$ cat src/hdl/hspc_regs.svh
`ifndef HSPC_REGS_SVH
`define HSPC_REGS_SVH
`define HSPC_SEL_PORT 0
`define HSPC_SEL_TIMER 1
`define HSPC_SEL_IRQ 3
`define HSPC_NSRC 6
`define HSPC_ZERO4 4'h0
`define HSPC_ZERO6 6'h00
`define HSPC_ZERO16 16'h0000
`define HSPC_ONE16 16'h0001
`define HSPC_TICKS_10MS 18'h30D40
`define HSPC_ZERO18 18'h00000
`define HSPC_ONE18 18'h00001
`define HSPC_ONE4 4'h1
`define HSPC_CNT100 4'hA
`define HSPC_CNT50 4'h5
`define HSPC_CNT20 4'h2
`endif

$ cat src/hdl/hspc_pkg.sv
package hspc_pkg;
   typedef enum logic [1:0]
   {
      HSPC_RUN = 2'b00,
      HSPC_HALT = 2'b01,
      HSPC_STOP = 2'b10,
      HSPC_SETTLE = 2'b11
   } hspc_state_t;
endpackage

$ cat src/hdl/hspc_ctrl.sv
`timescale 1ns/1ns
`default_nettype none
`include "hspc_regs.svh"
module hspc_ctrl
   import hspc_pkg::*;
(
   input wire logic ref_clk,
   input wire logic rst,
   input wire logic halt_cmd,
   input wire logic stop_cmd,
   input wire logic [3:0] operand,
   input wire logic instr_done,
   input wire logic [3:0] wake_input_port,
   input wire logic [`HSPC_NSRC-1:0] irq_set,
   input wire logic [`HSPC_NSRC-1:0] irq_clr,
   input wire logic [`HSPC_NSRC-1:0] irq_source_enable,
   input wire logic [`HSPC_NSRC-1:0] ext_pins,
   input wire logic ce_pin,
   input wire logic ce_counter_running,
   input wire logic [1:0] interval_sel,
   input wire logic interval_carry_clr,
   input wire logic [15:0] settle_cycles,
   output logic core_clk_en,
   output logic osc_en,
   output logic pfd_en,
   output logic periph_init,
   output logic interval_carry_flag,
   output logic enable_counter_active_flag,
   output logic [`HSPC_NSRC-1:0] irq_request_flag,
   output logic [3:0] wake_port_seen,
   output logic irq_wake,
   output logic halted
);
   // ----------------------------------------
   // State
   // ----------------------------------------
   hspc_state_t st_q, st_d;
   logic [3:0] sel_q, sel_d;
   logic [15:0] cnt_q, cnt_d;
   logic [`HSPC_NSRC-1:0] irq_q, irq_d, pend_q, pend_d, pins_q;
   logic [17:0] tick_q, tick_d;
   logic [3:0] div_q, div_d;
   logic carry_q, carry_d, ce_q;
   logic [3:0] port_q, port_d;
   logic iw_q, iw_d, init_q, init_d;
   logic [`HSPC_NSRC-1:0] fall;
   logic port_hi, any_irq, halt_wake, stop_wake, ce_rise;
   logic [3:0] div_lim;

   generate
      genvar i;
      for (i = 0; i < `HSPC_NSRC; i = i + 1)
      begin : g_src
         assign fall[i] = pins_q[i] & ~ext_pins[i];
      end
   endgenerate

   assign port_hi = |wake_input_port;
   assign any_irq = |(irq_q & irq_source_enable);
   assign ce_rise = ce_pin & ~ce_q;
   // Port wake, timer carry and accepted interrupt each select independently.
   assign halt_wake = (sel_q[`HSPC_SEL_PORT] & port_hi) | (sel_q[`HSPC_SEL_TIMER] & carry_q)
                    | (sel_q[`HSPC_SEL_IRQ] & any_irq);
   // A zero operand gives no term here, so only rst leaves stop.
   assign stop_wake = (sel_q[`HSPC_SEL_PORT] & port_hi)
                    | (sel_q[`HSPC_SEL_IRQ] & (|((irq_q | fall) & irq_source_enable)));

   always_comb
   begin
      case (interval_sel)
         2'b00: div_lim = `HSPC_CNT100;
         2'b01: div_lim = `HSPC_CNT50;
         2'b10: div_lim = `HSPC_CNT20;
         default: div_lim = `HSPC_ONE4;
      endcase
   end

   // ----------------------------------------
   // Next state
   // ----------------------------------------
   always_comb
   begin
      st_d = st_q;
      sel_d = sel_q;
      cnt_d = cnt_q;
      port_d = port_q;
      iw_d = iw_q;
      init_d = 1'b0;
      tick_d = tick_q;
      div_d = div_q;
      carry_d = carry_q & ~interval_carry_clr;
      // Clears are delayed by one instruction so a clear right before standby still wakes.
      pend_d = instr_done ? irq_clr : (pend_q | irq_clr);
      irq_d = (irq_q & ~(instr_done ? pend_q : `HSPC_ZERO6)) | irq_set | fall;
      if (st_q != HSPC_STOP)
      begin
         if (tick_q == `HSPC_TICKS_10MS - `HSPC_ONE18)
         begin
            tick_d = `HSPC_ZERO18;
            if (div_q >= div_lim - `HSPC_ONE4)
            begin
               div_d = `HSPC_ZERO4;
               carry_d = 1'b1;
            end
            else
               div_d = div_q + `HSPC_ONE4;
         end
         else
            tick_d = tick_q + `HSPC_ONE18;
      end
      case (st_q)
         HSPC_RUN:
         begin
            if (stop_cmd && !ce_rise && !ce_counter_running)
            begin
               st_d = HSPC_STOP;
               sel_d = operand;
               init_d = 1'b1;
               iw_d = 1'b0;
            end
            else if (halt_cmd)
            begin
               st_d = HSPC_HALT;
               sel_d = operand;
               iw_d = 1'b0;
            end
         end
         HSPC_HALT:
         begin
            if (halt_wake)
            begin
               st_d = HSPC_RUN;
               port_d = wake_input_port;
               iw_d = sel_q[`HSPC_SEL_IRQ] & any_irq;
            end
         end
         HSPC_STOP:
         begin
            if (stop_wake)
            begin
               st_d = HSPC_SETTLE;
               cnt_d = {1'b0, settle_cycles[15:1]};
               port_d = wake_input_port;
            end
         end
         HSPC_SETTLE:
         begin
            if (cnt_q <= `HSPC_ONE16)
            begin
               st_d = HSPC_RUN;
               cnt_d = `HSPC_ZERO16;
            end
            else
               cnt_d = cnt_q - `HSPC_ONE16;
         end
         default: st_d = HSPC_RUN;
      endcase
   end

   always_ff @(posedge ref_clk or posedge rst)
   begin
      if (rst)
      begin
         st_q <= HSPC_RUN;
         sel_q <= `HSPC_ZERO4;
         cnt_q <= `HSPC_ZERO16;
         irq_q <= `HSPC_ZERO6;
         pend_q <= `HSPC_ZERO6;
         pins_q <= `HSPC_ZERO6;
         tick_q <= `HSPC_ZERO18;
         div_q <= `HSPC_ZERO4;
         carry_q <= 1'b0;
         ce_q <= 1'b0;
         port_q <= `HSPC_ZERO4;
         iw_q <= 1'b0;
         init_q <= 1'b0;
         core_clk_en <= 1'b1;
         osc_en <= 1'b1;
         pfd_en <= 1'b1;
         enable_counter_active_flag <= 1'b0;
         halted <= 1'b0;
      end
      else
      begin
         st_q <= st_d;
         sel_q <= sel_d;
         cnt_q <= cnt_d;
         irq_q <= irq_d;
         pend_q <= pend_d;
         pins_q <= ext_pins;
         tick_q <= tick_d;
         div_q <= div_d;
         carry_q <= carry_d;
         ce_q <= ce_pin;
         port_q <= port_d;
         iw_q <= iw_d;
         init_q <= init_d;
         core_clk_en <= (st_d == HSPC_RUN);
         osc_en <= (st_d != HSPC_STOP);
         pfd_en <= (st_d != HSPC_STOP);
         enable_counter_active_flag <= ce_counter_running;
         halted <= (st_d != HSPC_RUN);
      end
   end

   assign periph_init = init_q;
   assign interval_carry_flag = carry_q;
   assign irq_request_flag = irq_q;
   assign wake_port_seen = port_q;
   assign irq_wake = iw_q;
endmodule
`default_nettype wire

$ cat config.mk
export PLATFORM = sky130hd
export DESIGN_NAME = hspc_ctrl
export DESIGN_NICKNAME = d
export VERILOG_FILES = /design/src/hdl/hspc_pkg.sv /design/src/hdl/hspc_ctrl.sv
export VERILOG_INCLUDE_DIRS = /design/src /design/src/hdl
export SDC_FILE = /design/constraint.sdc
export NUM_CORES = 1
export LEC_CHECK = 0
export ABC_AREA = 1
export BUFFER_PORTS_ARGS = -buffer_cell sky130_fd_sc_hd__buf_2
export CORE_MARGIN = 8
export CORE_UTILIZATION = 40
export CTS_CLUSTER_SIZE = 30
export DETAILED_ROUTE_END_ITERATION = 16
export SETUP_SLACK_MARGIN = 0.5
export SLEW_MARGIN = 30
export SYNTH_ARGS = -nofsm -noshare
export SYNTH_HDL_FRONTEND = slang
export SYNTH_SLANG_ARGS = --single-unit
$ cat constraint.sdc
create_clock -name ref_clk -period 2.2 [get_ports ref_clk]
set_clock_uncertainty 0.2 [all_clocks]
set_input_delay 0.22 -clock ref_clk [delete_from_list [all_inputs] [get_ports ref_clk]]
set_output_delay 0.22 -clock ref_clk [all_outputs]
set_load 0.02 [all_outputs]
==> impl_results.md, run 1 <==
* Status: finished, final reports clean
* Worst path max stage delay at 0.42 ns
* Final setup violation count at 0
* CTS buffer count at 9
* CP Launch Type: flop
* Chip width at 117 um
* Tcrit/Tclk final at 0.799
* IO buf count at 73
* Wire per inst at 13.1 um
* Distinct cells, synth at 40
* Worst-Skew Late Latency at 0.34 ns
* Clock Sinks at 73
* Min-Delay Path Class: input port to flop
* Setup TNS at 0 ns
* F_max at 569 MHz
* CP delay by family, top: simple AND/OR/NAND/NOR gates
* Clk slew on worst S/H paths at 0.08 ns
* Filler cells at 973
* Synthesized flop and latch total at 73
* Vias per cell at 4.75
* Fraction of layout cells with a size suffix above 1 at 0.248
* Comb power frac at 0.088
* Switching Fraction at 0.226
* Worst path required time at 2.22 ns
* Sequential fraction of design power at 0.493
* Initial antenna violation count at 0
* Final ANT Viol Nets at 0
* Bufs and invs on worst path at 1
* Sequential share of the synthesized area at 0.448
* Synth async-reset ratio at 1.00
* Core region area at 10,100 sq um
* Antenna cells at 0
* Placed Area at 4620 sq um
* Critical path data arrival time at 1.78 ns
* Yosys warns at 0
* CTS Buffer Depth at 2
* WL final at 10,800 um
* Pwr dens at 489 nW/um^2
* Die Y at 117 um
* Most used DFF post-synth: dfrtp_1
* Static leakage at 2.75 nW
* P_sw at 0.000630 W
* Post-synth EDFFs at 0
* Internal at 0.00216 W
* RSZ-0062 raised after global routing: true
* Vias at 3,901
* Crit-path cells: ha_4, nand3_4, nor4_4, nand3_2, nor2_4, inv_2, nand2_1, nand2_1
* Total of max-cap violations at 0
* Die area at 13,700 sq um
* First-pass GRT wire length at 18,000 um
* Avg Inst Size Synth at 7.70 sq um
* Largest net degree at the start of global routing at 39
* NumNets Final at 747
* DRT iter0 DRCs at 151
* Crit-path slowest cell: dfrtp_1
* GR Util All Layers at 0.165
* Mapped Cells at 531
* CTS tree: yes
* Critical Path Sink Type: flop
* Critical Path Most Common Cell: nand2_1
* Placer congestion estimate at 0.841
* Mapped Area at 4090 sq um
* FP Rows at 37
* GRT overflow at 0
* Max-slew violations at 0
* Worst IR Drop VDD at 0.312 mV
* Multi-input gate area at 2130 sq um
* Vias in the first global route at 3,941
* Worst hold slack at 0.0121 ns
* H-tree Lvls at 3
* Final instance area at 5690 sq um
* Seq. cell area at 1830 sq um
* Clock power frac at 0.419
* Post-DP HPWL at 7440 um
* Initial DRT Pass Iterations at 4
* Crit path time final at 1.76 ns
* Max FO, Critical Path at 5
* Net Count, Synth at 597
* Synth-to-Final Area Change at 39.3%
* DR DRC count at 0
* Final Hold Fails at 0
* Initial Utilization at 0.403
* Root buffer cell: clkbuf_8
* Top Ports at 76
* Setup CP Type: flop to flop
==> worst register-to-register path: cells and delay by family (launching register included) <==
kind | cells | cell delay [ns]
buffers and inverters | 1 | 0.05
DFF | 1 | 0.42
and+or+nand+nor | 6 | 0.80
adders and majority gates | 1 | 0.18
==> registers in the layout, summed over array words and instances (netlist names), 2 cells and up <==
register	flops
sel_q	3
st_q	2
pins_q	6
div_q	4
tick_q	18
irq_request_flag	6
wake_port_seen	4
cnt_q	16
pend_q	6
==> routing by layer <==
layer,track usage,wire length (um),vias up
li1,-,-,2001
met1,0.199,4640,1812
met2,0.295,5550,74
met3,0.0246,453,14
met4,0.0546,152,0
met5,0,0,-
==> per-stage QoR <==
step | utilization | power (W) | cells | setup slack (ns)
2_1_floorplan | - | 0.00148 | 531 | 0.547
3_3_place_gp | 0.456 | 0.00157 | 736 | 0.296
3_5_place_dp | 0.456 | 0.00157 | 736 | 0.279
4_1_cts | 0.540 | 0.00282 | 809 | 0.480
5_1_grt | 0.562 | 0.00291 | 821 | 0.337
6_report | 0.562 | 0.00279 | 821 | 0.443
==> final timing paths <==
| check | slack [ns] | start | cells after the start | end |
|---|---|---|---|---|
| worst max-delay path | 0.44 | tick_q[1] | 8 | div_q[3] |
| worst min-delay path | 0.01 | settle_cycles[7] | 5 | cnt_q[6] |
| min in group asynchronous | 0.16 | rst | 3 | pins_q[5] |
| worst max register to register | 0.44 | tick_q[1] | 8 | div_q[3] |
| worst min register to register | 0.28 | sel_q[1] | 2 | sel_q[1] |
| max in group asynchronous | 1.10 | rst | 4 | core_clk_en |
==> logic make-up after synthesis <==
kind of cell / count (synthesis) / synth area share
buffers and inverters: 74 / 0.0768
and+or+nand+nor: 304 / 0.341
DFF: 73 / 0.448
xor gates and xnor gates: 15 / 0.0321
other: 1 / 0.000917
adders and majority gates: 8 / 0.0245
AOI/OAI and AO/OA: 56 / 0.0771
==> cell type report <==
type	instances	share of cell area
Inverter	65	0.0444
Sequential cell	73	0.322
Clock buffer	10	0.0242
Multi-Input combinational cell	386	0.374
Timing Repair Buffer	146	0.192
Clock inverter	5	0.0141
Tap cell	136	0.0299
==> layout by cell type, fill, tap and decap left out, types with 3 or more instances in the layout <==
cell / netlist / final
nor2_4: 2 / 5
clkbuf_8: 0 / 10
o21bai_1: 7 / 7
dfrtp_1: 71 / 69
ha_1: 8 / 6
xnor2_1: 4 / 4
o21ai_1: 13 / 12
nand2_8: 0 / 3
buf_6: 4 / 8
nand3_1: 57 / 50
a21oi_1: 12 / 12
nand4_1: 11 / 11
nand2_4: 4 / 3
nand2_1: 159 / 154
inv_1: 61 / 56
nand2_2: 3 / 8
clkinvlp_4: 0 / 3
o21ai_0: 17 / 16
dlygate4sd3_1: 0 / 49
nor2_2: 3 / 3
buf_4: 1 / 14
inv_2: 3 / 6
nand3_2: 4 / 9
nor2_1: 49 / 46
buf_2: 0 / 73
xor2_1: 11 / 11
==> timing repair <==
action | in CTS | in global routing
hold buffers | 49 | 0
endpoints found under the hold margin | 109 | 0
setup buffers | 8 | 10
setup endpoints to repair | 37 | 46
resized for setup | 18 | 33
pin swaps | 8 | 31
cloned | 1 | 2
==> cell usage after synthesis (3+ instances only) <==
master,n,area share
a21oi_1,12,0.015
buf_6,4,0.011
clkbuf_1,3,0.0028
dfrtp_1,71,0.43
ha_1,8,0.024
inv_1,61,0.056
inv_2,3,0.0028
nand2_1,159,0.15
nand2_2,3,0.0046
nand2_4,4,0.011
nand3_1,57,0.070
nand3_2,4,0.0098
nand4_1,11,0.017
nor2_1,49,0.045
nor2_2,3,0.0046
nor3_1,3,0.0037
o21ai_0,17,0.021
o21ai_1,13,0.016
o21bai_1,7,0.013
xnor2_1,4,0.0086
xor2_1,11,0.024
==> power groups by stage <==
stage	Sequential, W	Clock, W	Combinational [W]
6_report	0.00137	0.00117	0.000245
5_1_grt	0.00138	0.00126	0.000275
4_1_cts	0.00137	0.00120	0.000244
3_5_place_dp	0.00140	0	0.000174
3_3_place_gp	0.00140	0	0.000171
2_1_floorplan	0.00141	0	0.0000693
No activity file was read; power rests on OpenSTA's default activity.
==> inputs of run 2 (changes only) <==
--- a/config.mk
+++ b/config.mk
@@ -6,7 +6,7 @@
 export SDC_FILE = /design/constraint.sdc
 export NUM_CORES = 1
 export LEC_CHECK = 0
-export ABC_AREA = 1
+export ABC_AREA = 0
 export BUFFER_PORTS_ARGS = -buffer_cell sky130_fd_sc_hd__buf_2
 export CORE_MARGIN = 8
 export CORE_UTILIZATION = 40
==> constraint.sdc (replaced) <==
create_clock -name ref_clk -period 1.6 [get_ports ref_clk]
set_clock_uncertainty 0.2 [all_clocks]
set_input_delay 0.16 -clock ref_clk [delete_from_list [all_inputs] [get_ports ref_clk]]
set_output_delay 0.16 -clock ref_clk [all_outputs]
set_load 0.02 [all_outputs]
==> run 2 against run 1 <==
Against the previous run: the flow now finishes with violations (negative hold slack, negative setup slack); non-clock buffer count rose by 90; hold slack got worse by 0.062 ns; sequential power rose by 39%; first-iteration DRC count rose by 34%; flip-flop and latch count did not move; fmax fell by 30%; via count fell by 11%; combinational power rose by 74%; synthesized cell count fell by 35%; core utilization rose by 16 points; largest cell class unchanged.
==> impl_results.md, run 2 <==
* DRT iter0 DRCs at 203 (+34%)
* Crit-path slowest cell: or4_4
* Finished Layout Cells at 697 (-15%)
* Min-Delay Path Class: input port to flop
* Commonest cells post-synth: 71 x dfrtp_1, 33 x nor2_1, 27 x nand2_1, 26 x o21ai_1, 18 x a21oi_1
* Count leader, synth: dfrtp_1
* WL final at 10,800 um (about the same)
* Worst setup margin at -0.895 ns (-1.34 ns)
* First-pass GRT wire length at 16,800 um (-6.6%)
* Worst path required time at 1.63 ns (-0.59 ns)
* Most flop-heavy register: tick_q
* Synth top area share at 0.502 (+0.0678)
* Synth async-reset ratio at 1.00 (unchanged)
* Yosys warns at 0 (unchanged)
* DR DRC count at 0 (unchanged)
* Net Count, Synth at 413 (-31%)
* Mapped Cells at 347 (-35%)
* GRT overflow at 0 (unchanged)
* Final ANT Viol Nets at 0 (unchanged)
* H-tree Lvls at 3 (unchanged)
* Distinct cells, synth at 55 (+38%)
* Final setup violation count at 41 (+41)
* Post-synth EDFFs at 0 (unchanged)
* CP Launch Type: flop
* Crit path time final at 2.49 ns (+0.738 ns)
* F_max at 401 MHz (-30%)
* FP Rows at 34 (-8.1%)
* Initial DRT Pass Iterations at 4 (unchanged)
* Die Y at 110 um (-6.0%)
* Worst hold slack at -0.0497 ns (-0.0618 ns)
* GR Util All Layers at 0.178 (+0.0126)
* Top Ports at 76 (unchanged)
* Vias at 3,489 (-11%)
* Worst IR Drop VDD at 0.408 mV (+31%)
* Max-slew violations at 0 (unchanged)
* Worst-Skew Late Latency at 0.35 ns (about the same)
* Total of max-cap violations at 0 (unchanged)
* Largest regs: tick_q (18), cnt_q (16)
* Crit-path cells: or4_4, or3_4, o311ai_4, buf_4, o21ai_2, a211oi_2, buf_4, nand3_2
* Core region area at 8640 sq um (-15%)
* Failing checks: negative hold slack, negative setup slack
* Largest net degree at the start of global routing at 33 (-15%)
* Sequential share of the synthesized area at 0.517 (+0.0698)
* NumNets Final at 650 (-13%)
* Tcrit/Tclk final at 1.56 (+0.761)
* Number of flip-flops in the largest register at 18 (unchanged)
* Synth-to-Final Area Change at 75.2%
* Post-Place Setup Slack at -0.857 ns (-1.14 ns)
* Vias per cell at 5.01 (+5.4%)
* Tot Pwr at 0.00368 W (+32%)
* Status: complete, but fails checks
* Worst path max stage delay at 0.53 ns (+0.11 ns)
* Max FO, Critical Path at 4 (-1)
* Setup CP Type: flop to flop
* Placer congestion estimate at 0.840 (about the same)
* Largest area contributor in the netlist: dfrtp_1
* CTS Buffer Depth at 2 (unchanged)
* Ranking of synthesized cells by area: dfrtp_1 50%, o21ai_1 3.7%, nor2_1 3.5%
* Most frequent cells in the layout: 87 x buf_4, 68 x dfrtp_1, 55 x buf_2
* Root buffer cell: clkbuf_8
* Critical path data arrival time at 2.53 ns (+0.75 ns)
* Final Hold Fails at 5 (+5)
* Antenna cells at 0 (unchanged)
* Vias in the first global route at 3,644 (-7.5%)
* Clock Sinks at 73 (unchanged)
* Most common cell after layout, fill and taps aside: buf_4
* Pwr dens at 594 nW/um^2 (+21%)
* Critical Path Sink Type: flop
* Critical Path Most Common Cell: buf_4
* Synthesized flop and latch total at 73 (unchanged)
* Most used DFF post-synth: dfrtp_1
* Fraction of layout cells with a size suffix above 1 at 0.489 (+0.241)
* Initial antenna violation count at 0 (unchanged)
* Cells after DPL at 602 (-18%)
* Die area at 12,100 sq um (-12%)
* IO buf count at 73 (unchanged)
* Initial Utilization at 0.409 (+0.00626)
* Post-DP HPWL at 6990 um (-6.1%)
* Mapped Area at 3540 sq um (-13%)
* Chip width at 110 um (-6.0%)
* Clk slew on worst S/H paths at 0.09 ns (about the same)
* CTS tree: yes
* RSZ-0062 raised after global routing: true
* Static leakage at 2.88 nW (+4.9%)
* Wire per inst at 15.5 um (+18%)
* CTS buffer count at 9 (unchanged)
* Avg Inst Size Synth at 10.2 sq um (+32%)
-- run 2: kinds of logic (layout without fill, tap and decap cells) --
family,count (synthesis),after routing,synth area share
buffers and inverters,23,265,0.0308
other,1,1,0.00106
DFF,73,73,0.517
AOI/OAI and AO/OA,90,90,0.168
muxes,8,8,0.0251
and+or+nand+nor,124,124,0.180
adders and majority gates,8,8,0.0283
xor gates and xnor gates,20,20,0.0495
-- run 2: report_power, final --
part / internal [W] / switching [W]
Combinational: 0.000259 / 0.000168
Sequential: 0.00188 / 0.0000219
Clock: 0.000573 / 0.000778
Total: 0.00271 / 0.000968
-- run 2: layout make-up --
cell class | count | area (sq um)
clock inverters | 7 | 53.8
clock buffers | 9 | 124
flip-flops and latches | 73 | 1830
repair buffers | 236 | 1990
well taps | 108 | 135
inverters | 13 | 52.6
fillers | 627 | 2440
multi-input cells | 251 | 2010
-- run 2: layer usage --
metal,vias to the layer above,wire length [um],global-route usage
met3,26,495,0.0407
met4,0,327,0.0926
li1,1717,-,-
met2,87,5460,0.299
met1,1659,4500,0.207
met5,-,0,0
-- run 2: what timing repair did --
action                     4_1_cts  5_1_grt
resized for setup              101       46
buffers inserted                14       18
gates cloned                     0        3
hold endpoints to repair       114        9
setup endpoints to repair       72       80
hold buffers                    44        3
pin swaps                       23       24
-- run 2: worst max-delay path: cells and delay by family, from the launching register on --
| family | cells | cell delay (ns) |
|---|---|---|
| flops | 1 | 0.38 |
| compound gates | 3 | 0.49 |
| simple gates | 3 | 0.97 |
| buf+inv | 2 | 0.33 |
-- run 2: metrics by stage --
step	hold WS, ns	utilization	setup TNS (ns)	instance area [sq um]
6_report	-0.0497	0.717	-24.79	6200
5_1_grt	-0.0399	0.717	-28.51	6200
4_1_cts	-0.0640	0.676	-23.52	5830
3_5_place_dp	-0.0502	0.546	-26.19	4720
3_3_place_gp	-0.0519	0.546	-24.63	4720
2_1_floorplan	-0.00857	-	-22.18	3620
-- run 2: path summary, 6_finish.rpt --
kind,endpoint,slack [ns],cells past startpoint,from
max,halted,-0.89,8,cnt_q[7]
min,irq_request_flag[4],-0.05,3,instr_done
max reg2reg,halted,-0.89,8,cnt_q[7]
min reg2reg,pend_q[3],0.29,1,pend_q[3]
max in group asynchronous,core_clk_en,0.59,4,rst
min in group asynchronous,irq_wake,0.12,3,rst
